--- src/include/ast_pkg.sv ---
package ast_pkg;
    // clock
    localparam int          CORE_CLK_HZ      = 40_000_000;
    localparam int          CORE_PERIOD_NS   = 25;
    // instruction cycle in oscillator periods
    localparam int          INSN_CYCLE_CLKS  = 4;
    // bus
    localparam int          ADDR_W           = 5;
    localparam int          DATA_W           = 32;
    // register byte offsets
    localparam logic [4:0]  OFS_TX_CTRL      = 5'h00;
    localparam logic [4:0]  OFS_RX_CTRL      = 5'h04;
    localparam logic [4:0]  OFS_RATE_CTRL    = 5'h08;
    localparam logic [4:0]  OFS_DIV_LOW      = 5'h0C;
    localparam logic [4:0]  OFS_DIV_HIGH     = 5'h10;
    localparam logic [4:0]  OFS_TX_HOLD      = 5'h14;
    localparam logic [4:0]  OFS_IRQ          = 5'h18;
    // tx_control_status fields
    localparam int          B_NINTH_BIT      = 0;
    localparam int          B_SHIFT_EMPTY    = 1;
    localparam int          B_HIGH_SPEED     = 2;
    localparam int          B_SYNC_MODE      = 4;
    localparam int          B_TX_ENABLE      = 5;
    localparam int          B_NINE_BIT       = 6;
    // rx_control_status fields
    localparam int          B_PORT_ON        = 7;
    // rate_control fields
    localparam int          B_WIDE_DIV       = 3;
    localparam int          B_TX_INVERT      = 4;
    // irq register fields
    localparam int          B_BUF_FREE       = 0;
    localparam int          B_TX_IRQ_EN      = 1;
    localparam int          B_PERIPH_IRQ_EN  = 2;
    localparam int          B_GLOBAL_IRQ_EN  = 3;
    // reset values
    localparam logic [7:0]  RST_TX_CTRL      = 8'h00;
    localparam logic [7:0]  RST_RX_CTRL      = 8'h00;
    localparam logic [7:0]  RST_RATE_CTRL    = 8'h00;
    localparam logic [7:0]  RST_DIV_LOW      = 8'h00;
    localparam logic [7:0]  RST_DIV_HIGH     = 8'h00;
    localparam logic [3:0]  RST_IRQ_EN       = 4'h0;
    // prescale terminal counts of the rate divider, one less than clocks per divisor step
    localparam logic [5:0]  PRE_SLOW         = 6'd63;
    localparam logic [5:0]  PRE_MID          = 6'd15;
    localparam logic [5:0]  PRE_FAST         = 6'd3;
    // frame lengths in bits: start + data + stop
    localparam logic [3:0]  FRAME_BITS_8     = 4'd10;
    localparam logic [3:0]  FRAME_BITS_9     = 4'd11;
endpackage : ast_pkg

--- src/include/ast_shift_if.sv ---
`timescale 1ns/1ps
interface ast_shift_if;
    logic       load;
    logic [8:0] data;
    logic       nine;
    logic       abort;
    logic       tick;
    logic       ready;
    logic       busy;
    logic       line;
    modport ctrl (
        output load, data, nine, abort, tick,
        input  ready, busy, line
    );
    modport shifter (
        input  load, data, nine, abort, tick,
        output ready, busy, line
    );
endinterface : ast_shift_if

--- src/hw/ast_top.sv ---
//
// What this block does
// - idle line rests at mark level
// - frame: start, 8 or 9 data, stop
// - every bit lasts one baud period
// - baud divider runs 8 or 16 bit
// - data bits leave least significant first
// - shared format and rate, no hardware parity
// - active needs enable, async mode, port on
// - pin is driven only while active: enable, async mode and port on
// - enabling transmit sets buffer free flag
// - write starts; idle shifter loads at once
// - queued char follows stop within one cycle
// - invert bit makes idle and data low-true
// - flag clear only when transmit disabled or a char is queued
// - flag settles by second instruction cycle
// - flag is read-only to software
// - irq needs flag and three enables
// - shifter empty bit tracks shifter, no irq
// - nine bit mode sends ninth bit as msb
// - ninth bit one marks an address byte
// - disabled transmitter releases the pin
//
// Implementation choices: the register offsets and the Avalon-MM slave port.
`timescale 1ns/1ps
module ast_top
    import ast_pkg::*;
(
    // clock and reset
    input  wire logic              core_clk,
    input  wire logic              rst_b,
    // avalon-mm slave
    input  wire logic [ADDR_W-1:0] avs_address,
    input  wire logic              avs_read,
    input  wire logic              avs_write,
    input  wire logic [DATA_W-1:0] avs_writedata,
    input  wire logic [3:0]        avs_byteenable,
    output logic      [DATA_W-1:0] avs_readdata,
    output logic                   avs_waitrequest,
    // transmit pin
    output logic                   tx_out_pin_o,
    output logic                   tx_out_pin_oe,
    // interrupt request
    output logic                   tx_irq
);
    // registers
    logic [7:0]  tx_ctrl_reg;
    logic [7:0]  rx_ctrl_reg;
    logic [7:0]  rate_ctrl_reg;
    logic [7:0]  div_low_reg;
    logic [7:0]  div_high_reg;
    logic [3:0]  irq_en_reg;
    logic [8:0]  hold_data_reg;
    logic        hold_full_reg;
    logic        ack_reg;
    logic [DATA_W-1:0] rdata_reg;
    logic        pin_reg;
    logic        oe_reg;

    // decoded controls
    logic        transmit_enable;
    logic        sync_mode;
    logic        serial_port_on;
    logic        nine_bit_transmit;
    logic        ninth_tx_bit;
    logic        high_speed_divider_select;
    logic        wide_divider_select;
    logic        tx_invert;
    logic        tx_active;
    logic        tx_buffer_free_flag;
    logic        shifter_empty;
    logic        wr_go;
    logic        rd_go;
    logic        lane0;
    logic        load_go;
    logic        bit_tick;
    logic [DATA_W-1:0] rdata_next;

    ast_shift_if sif ();

    function automatic logic hit(
        input logic [ADDR_W-1:0] addr,
        input logic [4:0]        ofs
    );
        hit = (addr == ofs);
    endfunction : hit

    // bus handshake: one wait state per access
    assign rd_go = avs_read && !avs_write;
    assign wr_go = avs_write && !avs_read && ack_reg;
    assign lane0 = avs_byteenable[0];
    assign avs_waitrequest = (avs_read || avs_write) && !ack_reg;
    assign avs_readdata    = rdata_reg;

    always_ff @(posedge core_clk or negedge rst_b) begin
        if (!rst_b) begin
            ack_reg <= 1'b0;
        end else begin
            ack_reg <= (avs_read || avs_write) && !ack_reg;
        end
    end

    // control field views
    assign ninth_tx_bit              = tx_ctrl_reg[B_NINTH_BIT];
    assign high_speed_divider_select = tx_ctrl_reg[B_HIGH_SPEED];
    assign sync_mode                 = tx_ctrl_reg[B_SYNC_MODE];
    assign transmit_enable           = tx_ctrl_reg[B_TX_ENABLE];
    assign nine_bit_transmit         = tx_ctrl_reg[B_NINE_BIT];
    assign serial_port_on            = rx_ctrl_reg[B_PORT_ON];
    assign wide_divider_select       = rate_ctrl_reg[B_WIDE_DIV];
    assign tx_invert                 = rate_ctrl_reg[B_TX_INVERT];

    assign tx_active = transmit_enable && !sync_mode
                       && serial_port_on;

    // tx_control_status, status bit is not stored
    always_ff @(posedge core_clk or negedge rst_b) begin
        if (!rst_b) begin
            tx_ctrl_reg <= RST_TX_CTRL;
        end else if (wr_go && lane0 && hit(avs_address, OFS_TX_CTRL)) begin
            tx_ctrl_reg <= avs_writedata[7:0] & ~(8'h01 << B_SHIFT_EMPTY);
        end
    end

    // rx_control_status, only the port-on bit is kept here
    always_ff @(posedge core_clk or negedge rst_b) begin
        if (!rst_b) begin
            rx_ctrl_reg <= RST_RX_CTRL;
        end else if (wr_go && lane0 && hit(avs_address, OFS_RX_CTRL)) begin
            rx_ctrl_reg <= avs_writedata[7:0] & (8'h01 << B_PORT_ON);
        end
    end

    // rate_control
    always_ff @(posedge core_clk or negedge rst_b) begin
        if (!rst_b) begin
            rate_ctrl_reg <= RST_RATE_CTRL;
        end else if (wr_go && lane0 && hit(avs_address, OFS_RATE_CTRL))
        begin
            rate_ctrl_reg <= avs_writedata[7:0]
                             & ((8'h01 << B_WIDE_DIV)
                             | (8'h01 << B_TX_INVERT));
        end
    end

    // divisor pair
    always_ff @(posedge core_clk or negedge rst_b) begin
        if (!rst_b) begin
            div_low_reg  <= RST_DIV_LOW;
            div_high_reg <= RST_DIV_HIGH;
        end else if (wr_go && lane0) begin
            if (hit(avs_address, OFS_DIV_LOW)) begin
                div_low_reg <= avs_writedata[7:0];
            end
            if (hit(avs_address, OFS_DIV_HIGH)) begin
                div_high_reg <= avs_writedata[7:0];
            end
        end
    end

    // interrupt enables; the free flag bit ignores writes
    always_ff @(posedge core_clk or negedge rst_b) begin
        if (!rst_b) begin
            irq_en_reg <= RST_IRQ_EN;
        end else if (wr_go && lane0 && hit(avs_address, OFS_IRQ)) begin
            irq_en_reg <= avs_writedata[3:0]
                          & ~(4'h1 << B_BUF_FREE);
        end
    end

    // holding buffer; a write beats the transfer that empties it
    assign load_go = hold_full_reg && sif.ready && tx_active;

    always_ff @(posedge core_clk or negedge rst_b) begin
        if (!rst_b) begin
            hold_data_reg <= 9'h000;
        end else if (wr_go && lane0 && tx_active
                     && hit(avs_address, OFS_TX_HOLD)) begin
            hold_data_reg <= {ninth_tx_bit, avs_writedata[7:0]};
        end
    end

    always_ff @(posedge core_clk or negedge rst_b) begin
        if (!rst_b) begin
            hold_full_reg <= 1'b0;
        end else if (!tx_active) begin
            hold_full_reg <= 1'b0;
        end else if (wr_go && lane0 && hit(avs_address, OFS_TX_HOLD)) begin
            hold_full_reg <= 1'b1;
        end else if (load_go) begin
            hold_full_reg <= 1'b0;
        end
    end

    // buffer free flag and interrupt request
    assign tx_buffer_free_flag = transmit_enable && !hold_full_reg;
    assign tx_irq = tx_buffer_free_flag
                    && irq_en_reg[B_TX_IRQ_EN]
                    && irq_en_reg[B_PERIPH_IRQ_EN]
                    && irq_en_reg[B_GLOBAL_IRQ_EN];

    // shifter empty status, no interrupt tied to it
    assign shifter_empty = !sif.busy;

    // bit rate divider, restarted so each frame starts on a full period
    ast_rate_gen u_rate (
        .core_clk   (core_clk),
        .rst_b      (rst_b),
        .run        (tx_active),
        .restart    (load_go),
        .high_speed (high_speed_divider_select),
        .wide       (wide_divider_select),
        .divisor    ({div_high_reg, div_low_reg}),
        .bit_tick   (bit_tick)
    );

    // output shifter
    assign sif.load  = load_go;
    assign sif.data  = hold_data_reg;
    assign sif.nine  = nine_bit_transmit;
    assign sif.abort = !tx_active;
    assign sif.tick  = bit_tick;

    ast_shifter u_shift (
        .core_clk (core_clk),
        .rst_b    (rst_b),
        .sif      (sif)
    );

    // pin drive, polarity applies in async mode only
    always_ff @(posedge core_clk or negedge rst_b) begin
        if (!rst_b) begin
            pin_reg <= 1'b1;
            oe_reg  <= 1'b0;
        end else begin
            pin_reg <= (tx_invert && !sync_mode)
                       ? !sif.line : sif.line;
            oe_reg  <= tx_active;
        end
    end

    assign tx_out_pin_o  = pin_reg;
    assign tx_out_pin_oe = oe_reg;

    // read back
    always_comb begin
        rdata_next = '0;
        case (avs_address)
            OFS_TX_CTRL: begin
                rdata_next[7:0] = tx_ctrl_reg;
                rdata_next[B_SHIFT_EMPTY] = shifter_empty;
            end
            OFS_RX_CTRL: begin
                rdata_next[7:0] = rx_ctrl_reg;
            end
            OFS_RATE_CTRL: begin
                rdata_next[7:0] = rate_ctrl_reg;
            end
            OFS_DIV_LOW: begin
                rdata_next[7:0] = div_low_reg;
            end
            OFS_DIV_HIGH: begin
                rdata_next[7:0] = div_high_reg;
            end
            OFS_TX_HOLD: begin
                rdata_next[7:0] = hold_data_reg[7:0];
            end
            OFS_IRQ: begin
                rdata_next[3:0] = irq_en_reg;
                rdata_next[B_BUF_FREE] = tx_buffer_free_flag;
            end
            default: begin
                rdata_next = '0;
            end
        endcase
    end

    always_ff @(posedge core_clk or negedge rst_b) begin
        if (!rst_b) begin
            rdata_reg <= '0;
        end else if (rd_go && !ack_reg) begin
            rdata_reg <= rdata_next;
        end
    end
endmodule : ast_top

--- src/hw/ast_rate_gen.sv ---
`timescale 1ns/1ps
module ast_rate_gen
    import ast_pkg::*;
(
    // clock and reset
    input  wire logic        core_clk,
    input  wire logic        rst_b,
    // control
    input  wire logic        run,
    input  wire logic        restart,
    input  wire logic        high_speed,
    input  wire logic        wide,
    input  wire logic [15:0] divisor,
    // bit period pulse
    output logic             bit_tick
);
    logic [5:0]  pre_reg;
    logic [15:0] div_reg;
    logic [5:0]  pre_top;
    logic [15:0] div_top;
    logic        pre_last;

    // 8 or 16 bit divider, prescale from the speed selects
    always_comb begin
        if (wide) begin
            pre_top = high_speed ? PRE_FAST : PRE_MID;
            div_top = divisor;
        end else begin
            pre_top = high_speed ? PRE_MID : PRE_SLOW;
            div_top = {8'h00, divisor[7:0]};
        end
    end

    assign pre_last = (pre_reg == pre_top);
    // restart stays out of the tick: the load that restarts depends on it
    assign bit_tick = run && pre_last && (div_reg == div_top);

    always_ff @(posedge core_clk or negedge rst_b) begin
        if (!rst_b) begin
            pre_reg <= 6'h00;
            div_reg <= 16'h0000;
        end else if (!run || restart) begin
            pre_reg <= 6'h00;
            div_reg <= 16'h0000;
        end else if (pre_last) begin
            pre_reg <= 6'h00;
            div_reg <= (div_reg == div_top) ? 16'h0000 : div_reg + 16'h0001;
        end else begin
            pre_reg <= pre_reg + 6'h01;
        end
    end
endmodule : ast_rate_gen

--- src/hw/ast_shifter.sv ---
`timescale 1ns/1ps
module ast_shifter
    import ast_pkg::*;
(
    // clock and reset
    input  wire logic   core_clk,
    input  wire logic   rst_b,
    // controller side
    ast_shift_if.shifter sif
);
    logic [10:0] frame_reg;
    logic [3:0]  left_reg;
    logic        busy_reg;
    logic        last_bit;

    assign last_bit  = (left_reg == 4'd1);
    assign sif.busy  = busy_reg;
    // free once idle or as the stop bit ends
    assign sif.ready = !busy_reg || (sif.tick && last_bit);
    assign sif.line  = busy_reg ? frame_reg[0] : 1'b1;

    always_ff @(posedge core_clk or negedge rst_b) begin
        if (!rst_b) begin
            frame_reg <= 11'h7FF;
            left_reg  <= 4'h0;
            busy_reg  <= 1'b0;
        end else if (sif.abort) begin
            frame_reg <= 11'h7FF;
            left_reg  <= 4'h0;
            busy_reg  <= 1'b0;
        end else if (sif.load && sif.ready) begin
            frame_reg <= {1'b1, sif.nine ? sif.data[8] : 1'b1,
                          sif.data[7:0], 1'b0};
            left_reg  <= sif.nine ? FRAME_BITS_9 : FRAME_BITS_8;
            busy_reg  <= 1'b1;
        end else if (sif.tick && busy_reg) begin
            frame_reg <= {1'b1, frame_reg[10:1]};
            left_reg  <= left_reg - 4'd1;
            busy_reg  <= !last_bit;
        end
    end
endmodule : ast_shifter

--- config.mk ---
export PLATFORM = sky130hd
export DESIGN_NAME = ast_top
export DESIGN_NICKNAME = d
export VERILOG_FILES = /design/src/include/ast_pkg.sv /design/src/include/ast_shift_if.sv /design/src/hw/ast_top.sv /design/src/hw/ast_rate_gen.sv /design/src/hw/ast_shifter.sv
export SDC_FILE = /design/constraint.sdc
export NUM_CORES = 1
export LEC_CHECK = 0
export BUFFER_PORTS_ARGS = -buffer_cell sky130_fd_sc_hd__buf_2
export CAP_MARGIN = 20
export CORE_UTILIZATION = 57
export DETAILED_ROUTE_END_ITERATION = 7
export HOLD_SLACK_MARGIN = 0.15
export PLACE_DENSITY = 0.85
export SLEW_MARGIN = 20
export SYNTH_ARGS = -nofsm -noshare
export SYNTH_HDL_FRONTEND = slang
export SYNTH_SLANG_ARGS = --single-unit
--- constraint.sdc ---
create_clock -name core_clk -period 2.6 [get_ports core_clk]
set_clock_uncertainty 0.05 [all_clocks]
set_input_delay 0.52 -clock core_clk [delete_from_list [all_inputs] [get_ports core_clk]]
set_output_delay 0.52 -clock core_clk [all_outputs]
set_load 0.005 [all_outputs]
After elaboration in Yosys (flattened, before gate mapping)
Cells that the tools add are included.
{"block": "op_classes", "n_mux": 27, "n_addsub": 3, "reduce_logical": 43, "n_eq_ne": 11}
{"cell": "2-to-1 mux 16 bit", "n": 4}
{"cell": "one-hot mux 4 bit (6 select lines)", "n": 2}
{"cell": "2-to-1 mux 11 bit", "n": 3}
{"cell": "logical AND 1 bit", "n": 27}
{"cell": "2-to-1 mux 6 bit", "n": 4}
{"cell": "adder 16 x 1 -> 16 bit (second input constant)", "n": 1}
{"cell": "equality test 16 bit", "n": 1}
{"cell": "2-to-1 mux 4 bit", "n": 4}
{"cell": "equality test 5 bit (second input constant)", "n": 3}
{"cell": "equality test 5 x 4 -> 1 bit (second input constant)", "n": 2}
{"cell": "2-to-1 mux 1 bit", "n": 10}
{"cell": "logical NOT 1 bit", "n": 9}
{"cell": "adder 6 x 1 -> 6 bit (second input constant)", "n": 1}
{"cell": "equality test 6 bit", "n": 1}
{"cell": "inequality test 3 x 1 -> 1 bit (second input constant)", "n": 2}
{"cell": "equality test 5 x 3 -> 1 bit (second input constant)", "n": 1}
{"cell": "logical NOT 5 bit", "n": 1}
{"cell": "equality test 4 x 1 -> 1 bit (second input constant)", "n": 1}
{"cell": "AND reduction 2 bit", "n": 2}
{"cell": "subtractor 4 x 1 -> 4 bit (second input constant)", "n": 1}
{"cell": "logical OR 1 bit", "n": 3}
{"cell": "nonzero test 2 bit", "n": 1}
{"block": "word_totals", "in_bits": 45, "out_inout_bits": 36, "ff_bits": 88, "elab_cells": 101}

Logic depth before layout (Yosys ltp)
{"block": "logic_depth", "depth_word": 12, "mapped_depth": 10, "mapped_depth_nobuf": 8}

Cells and area by module
Synthesis repeated with hierarchy kept, for this count alone.
{"block": "hier_totals", "hier_cells": 462, "hier_area_um2": 4972.3}
{"mod": "ast_top", "seq_area_each_um2": 1252.5, "cells_per_inst": 216, "area_each_um2": 2553.7, "instances": 1}
{"mod": "ast_rate_gen", "seq_area_each_um2": 550.5, "cells_per_inst": 162, "area_each_um2": 1546.5, "instances": 1}
{"mod": "ast_shifter", "seq_area_each_um2": 387.9, "cells_per_inst": 84, "area_each_um2": 872.1, "instances": 1}

Worst setup path after synthesis
OpenSTA, ideal clock, no wires.
{"block": "synth_path", "kind": "input -> register", "from": "input port avs_address[4]", "to": "register hold_data_reg[0]", "stages": 5, "path_buffers": 1, "setup_slack_ns": 0.428, "arrival_ns": 1.997, "setup_time_ns": 0.125, "cell_sequence": "buf_2 -> nand2b_1 -> nor4b_2 -> nand3_1 -> mux2_2"}
{"block": "synth_via", "elab_chain_cells": 2}
{"item": "from (decl)", "line": "ast_top.sv:33", "rtl": "input wire logic [ADDR_W-1:0] avs_address,"}
{"item": "equality test 5 bit", "line": "ast_top.sv:85", "rtl": "hit = (addr == ofs);"}
{"item": "logical AND 1 bit", "line": "ast_top.sv:178", "rtl": "&& hit(avs_address, OFS_TX_HOLD)) begin"}
{"item": "to (signal assigned)", "line": "ast_top.sv:179", "rtl": "hold_data_reg <= {ninth_tx_bit, avs_writedata[7:0]};"}
{"item": "to (decl)", "line": "ast_top.sv:53", "rtl": "logic [8:0] hold_data_reg;"}
No other way between the ends.
A chain may end at the register's enable or synchronous reset.

Worst setup path after layout
{"block": "layout_path", "from": "register rate_ctrl_reg[3]", "to": "register u_shift.frame_reg[4]"}
{"block": "layout_via", "elab_chain_cells": 11}
{"item": "from (decl)", "line": "ast_top.sv:49", "rtl": "logic [7:0] rate_ctrl_reg;"}
{"item": "from (signal assigned)", "line": "ast_top.sv:140", "rtl": "rate_ctrl_reg <= avs_writedata[7:0]"}
{"item": "2-to-1 mux 6 bit", "line": "ast_rate_gen.sv:25", "rtl": "if (wide) begin"}
{"item": "equality test 6 bit", "line": "ast_rate_gen.sv:34", "rtl": "assign pre_last = (pre_reg == pre_top);"}
{"item": "logical AND 1 bit", "line": "ast_rate_gen.sv:36", "rtl": "assign bit_tick = run && pre_last && (div_reg == div_top);"}
{"item": "logical AND 1 bit *", "line": "ast_rate_gen.sv:36"}
{"item": "logical AND 1 bit", "line": "ast_shifter.sv:19", "rtl": "assign sif.ready = !busy_reg || (sif.tick && last_bit);"}
{"item": "logical OR 1 bit", "line": "ast_shifter.sv:19"}
{"item": "logical AND 1 bit (2 in series)", "line": "ast_top.sv:172", "rtl": "assign load_go = hold_full_reg && sif.ready && tx_active;"}
{"item": "logical AND 1 bit", "line": "ast_shifter.sv:31", "rtl": "end else if (sif.load && sif.ready) begin"}
{"item": "2-to-1 mux 11 bit", "line": "ast_shifter.sv:31"}
{"item": "2-to-1 mux 11 bit", "line": "ast_shifter.sv:27", "rtl": "end else if (sif.abort) begin"}
{"item": "to (signal assigned)", "line": "ast_shifter.sv:32", "rtl": "frame_reg <= {1'b1, sif.nine ? sif.data[8] : 1'b1,"}
{"item": "to (signal assigned)", "line": "ast_shifter.sv:37", "rtl": "frame_reg <= {1'b1, frame_reg[10:1]};"}
{"item": "to (decl)", "line": "ast_shifter.sv:11", "rtl": "logic [10:0] frame_reg;"}
Every way passes the cells marked *; elsewhere a longest branch is shown, timed or not.

==> insert_results.sql <==
INSERT INTO impl_metrics (metric_group, metric, value, unit) VALUES
('synthesis', 'synth_enable_flop_cells', '0', ''),
('detailed_routing', 'vias', '3839', ''),
('clock_tree', 'clock_tree.htree_level_count', '3', ''),
('global_route', 'maximum_number_of_pins_on_one_net_before_global_route_repair', '50', ''),
('power', 'power.internal', '1890', 'µW'),
('finish', 'layout-drive-gt1-share', '0.262', ''),
('die', 'initial_utilization', '0.594', ''),
('detailed_routing', 'drtIter0Drc', '435', ''),
('detailed_routing', 'detail-route-antenna-nets', '0', ''),
('power', 'power_frac_comb', '0.081', ''),
('sta', 'final-hold-violation-count', '0', ''),
('sta', 'tightestPinTransition', '0.567', 'ns'),
('sta', 'setup-violations-final', '0', ''),
('sta', 'tns', '0', 'ns'),
('worst_setup_path', 'slowest_delay', '0.58', 'ns'),
('job', 'max_cap_violations', '0', ''),
('clock_tree', 'cts_made_buffers', '9', ''),
('worst_setup_path', 'end_kind', 'flop', ''),
('synthesis', 'synthAdderAreaFrac', '0.0101', ''),
('sta', 'final_max_slew_viol_count', '0', ''),
('worst_setup_path', 'worst_setup_path_start_kind', 'flop', ''),
('synthesis', 'dominant_combinational_cell_family_by_area_after_synthesis', 'simple AND/OR/NAND/NOR gates', ''),
('finish', 'layout.nets', '544', ''),
('die', 'chipHeight', '95.0', 'µm'),
('sta', 'relSlewSlack', '0.621', ''),
('die', 'dieArea', '0.00903', 'mm²'),
('synthesis', 'count_of_yosys_warnings_during_synthesis', '0', ''),
('worst_setup_path', 'crit_type', 'flop to flop', ''),
('worst_setup_path', 'critical_path.cell_chain', 'nor2_1 > mux2i_2 > o2111ai_1 > nor4_4 > buf_4 > mux2i_1 > a2bb2oi_1', ''),
('worst_setup_path', 'crit_path_max_fanout', '17', ''),
('clock_tree', 'tritoncts', 'built', ''),
('finish', 'layout-area-overhead-vs-synth', '7.94', '%'),
('status', 'status', 'finished clean', ''),
('synthesis', 'ys_dominant_reg_cell', 'sky130_fd_sc_hd__dfrtp_1', ''),
('sta', 'achievable-frequency', '0.412', 'GHz'),
('power', 'clock_power_share', '0.367', ''),
('detailed_routing', 'drt-total-wl', '11000', 'µm'),
('placement', 'postPlaceCellArea', '0.00510', 'mm²'),
('worst_setup_path', 'timing.critical_path.slowest_stage_cell', 'sky130_fd_sc_hd__dfrtp_1', ''),
('clock_tree', 'numClockSinks', '87', ''),
('power', 'switching_power', '666', 'µW'),
('synthesis', 'post_synth_and_or_nand_nor_area_fraction', '0.171', ''),
('synthesis', 'postSynthCellCount', '465', ''),
('synthesis', 'synth_area', '0.00493', 'mm²'),
('synthesis', 'compound_gate_fraction_of_synth_area', '0.138', ''),
('synthesis', 'synth.area.mux_share', '0.124', ''),
('finish', 'leading_cell_types_in_the_layout_fill_and_taps_excluded', 'sky130_fd_sc_hd__dfrtp_1, sky130_fd_sc_hd__mux2_2, sky130_fd_sc_hd__nor2_1', ''),
('sta', 'grt_setup_unrepaired', 'false', ''),
('synthesis', 'yosys.area_share.xor_xnor', '0.0424', ''),
('power', 'power_density', '480', 'mW/mm²'),
('die', 'floorplan.die.width', '95.0', 'µm'),
('worst_setup_path', 'critical_path_arrival', '2.66', 'ns'),
('synthesis', 'syn_area_per_cell', '10.6', 'µm²'),
('worst_setup_path', 'timing.reg2reg.worst_path_depth', '7', ''),
('synthesis', 'async_reset_ff_frac', '1.00', ''),
('power', 'netSwitchingFraction', '0.261', ''),
('global_route', 'grt_antenna_before_repair', '0', ''),
('placement', 'count_of_input_and_output_buffers', '29', ''),
('min_path', 'whs_path_depth', '3', ''),
('placement', 'place_congestion', '0.873', ''),
('detailed_routing', 'post_drt_wl_per_cell', '18.2', 'µm'),
('synthesis', 'ys_ff_latch', '87', ''),
('placement', 'dpl.hpwl', '7850', 'µm'),
('synthesis', 'synth_seq_area_share', '0.444', ''),
('sta', 'final_critical_path_share_of_the_clock_period', '0.934', ''),
('global_route', 'grt_first_pass_wirelength', '18300', 'µm'),
('power', 'max-vdd-ir-drop', '294', 'µV'),
('global_route', 'vias_in_the_first_global_route', '3666', ''),
('clock_tree', 'clock_path_buffers', '2', ''),
('finish', 'antennaDiodeCount', '0', ''),
('clock_tree', 'cts_root_buffer', 'sky130_fd_sc_hd__clkbuf_8', '');
-- logic make-up after synthesis --
logic type	after synthesis
simple gates	151
compound gates	87
flops	87
mux	56
buf+inv	56
xor+xnor	23
fa+ha+maj	4
other cells	1
-- final timing paths --
check | startpoint | endpoint | slack (ns)
worst max register to register | rate_ctrl_reg[3] | u_shift.frame_reg[4] | 0.17
worst max-delay path | rate_ctrl_reg[3] | u_shift.frame_reg[4] | 0.17
max in group asynchronous | rst_b | hold_data_reg[2] | 1.25
worst min-delay path | avs_write | ack_reg | 0.38
worst min register to register | ack_reg | ack_reg | 0.41
min in group asynchronous | rst_b | u_rate.div_reg[13] | 0.61
-- power groups by stage --
| stage | Clock (µW) | Sequential (µW) | Combinational [µW] |
|---|---|---|---|
| floorplan | 0 | 1420 | 143 |
| global placement | 0 | 1430 | 195 |
| detailed placement | 0 | 1430 | 201 |
| CTS | 947 | 1410 | 204 |
| global route | 1010 | 1410 | 229 |
| finish | 939 | 1410 | 207 |
-- cell type report --
| cell class | instances | area (µm²) |
|---|---|---|
| multi-input cells | 345 | 2490 |
| clock inverters | 5 | 37.5 |
| clock buffers | 11 | 163 |
| well taps | 105 | 131 |
| inverters | 7 | 26.3 |
| fillers | 647 | 2980 |
| repair buffers | 45 | 283 |
| flip-flops and latches | 87 | 2190 |
-- critical path, delay by kind of cell, from the launching register on --
| kind | cells | cell delay [ns] |
|---|---|---|
| DFF | 1 | 0.58 |
| and+or+nand+nor | 2 | 0.54 |
| AOI/OAI and AO/OA | 2 | 0.30 |
| buffers and inverters | 1 | 0.29 |
| muxes | 2 | 0.58 |
-- stage by stage --
step            util  power, µW  setup slack [ns]  instances  hold slack [ns]
5_1_grt        0.641       2650            0.0193        605            0.395
6_report       0.641       2550             0.172        605            0.383
4_1_cts        0.640       2560             0.159        605            0.379
3_5_place_dp   0.615       1630             0.176        588            0.406
3_3_place_gp   0.615       1630             0.272        588            0.393
2_1_floorplan      -       1560             0.428        488            0.174
-- cell usage after synthesis, drive strengths merged, types with 6 or more instances --
| master | number | share of area |
|---|---|---|
| a22o | 12 | 0.021 |
| dfrtp | 76 | 0.39 |
| mux2 | 41 | 0.094 |
| a2bb2oi | 8 | 0.014 |
| and2 | 7 | 0.0089 |
| o22ai | 6 | 0.0089 |
| xnor2 | 8 | 0.014 |
| dfstp | 11 | 0.059 |
| inv | 7 | 0.0053 |
| buf | 40 | 0.057 |
| nor3 | 16 | 0.018 |
| clkbuf | 9 | 0.0074 |
| nor2 | 29 | 0.022 |
| xor2 | 15 | 0.028 |
| o21ai | 15 | 0.015 |
| nand3 | 24 | 0.024 |
| or3 | 8 | 0.010 |
| mux2i | 15 | 0.030 |
| nand2 | 27 | 0.022 |
| a21oi | 6 | 0.0061 |
-- routing by layer --
| metal | part of all wire | routed length, µm | track usage |
|---|---|---|---|
| met2 | 0.49 | 5440 | 0.439 |
| met3 | 0.066 | 728 | 0.0510 |
| met5 | 0 | 0 | 0 |
| met1 | 0.42 | 4620 | 0.357 |
| met4 | 0.021 | 233 | 0.0947 |
-- timing repair --
item | in CTS | in global routing
endpoints found under the setup margin | 0 | 10
hold buffers | 1 | 0
gates resized for setup | 0 | 2
endpoints found under the hold margin | 27 | 0
(Power assumes the default switching activity.)
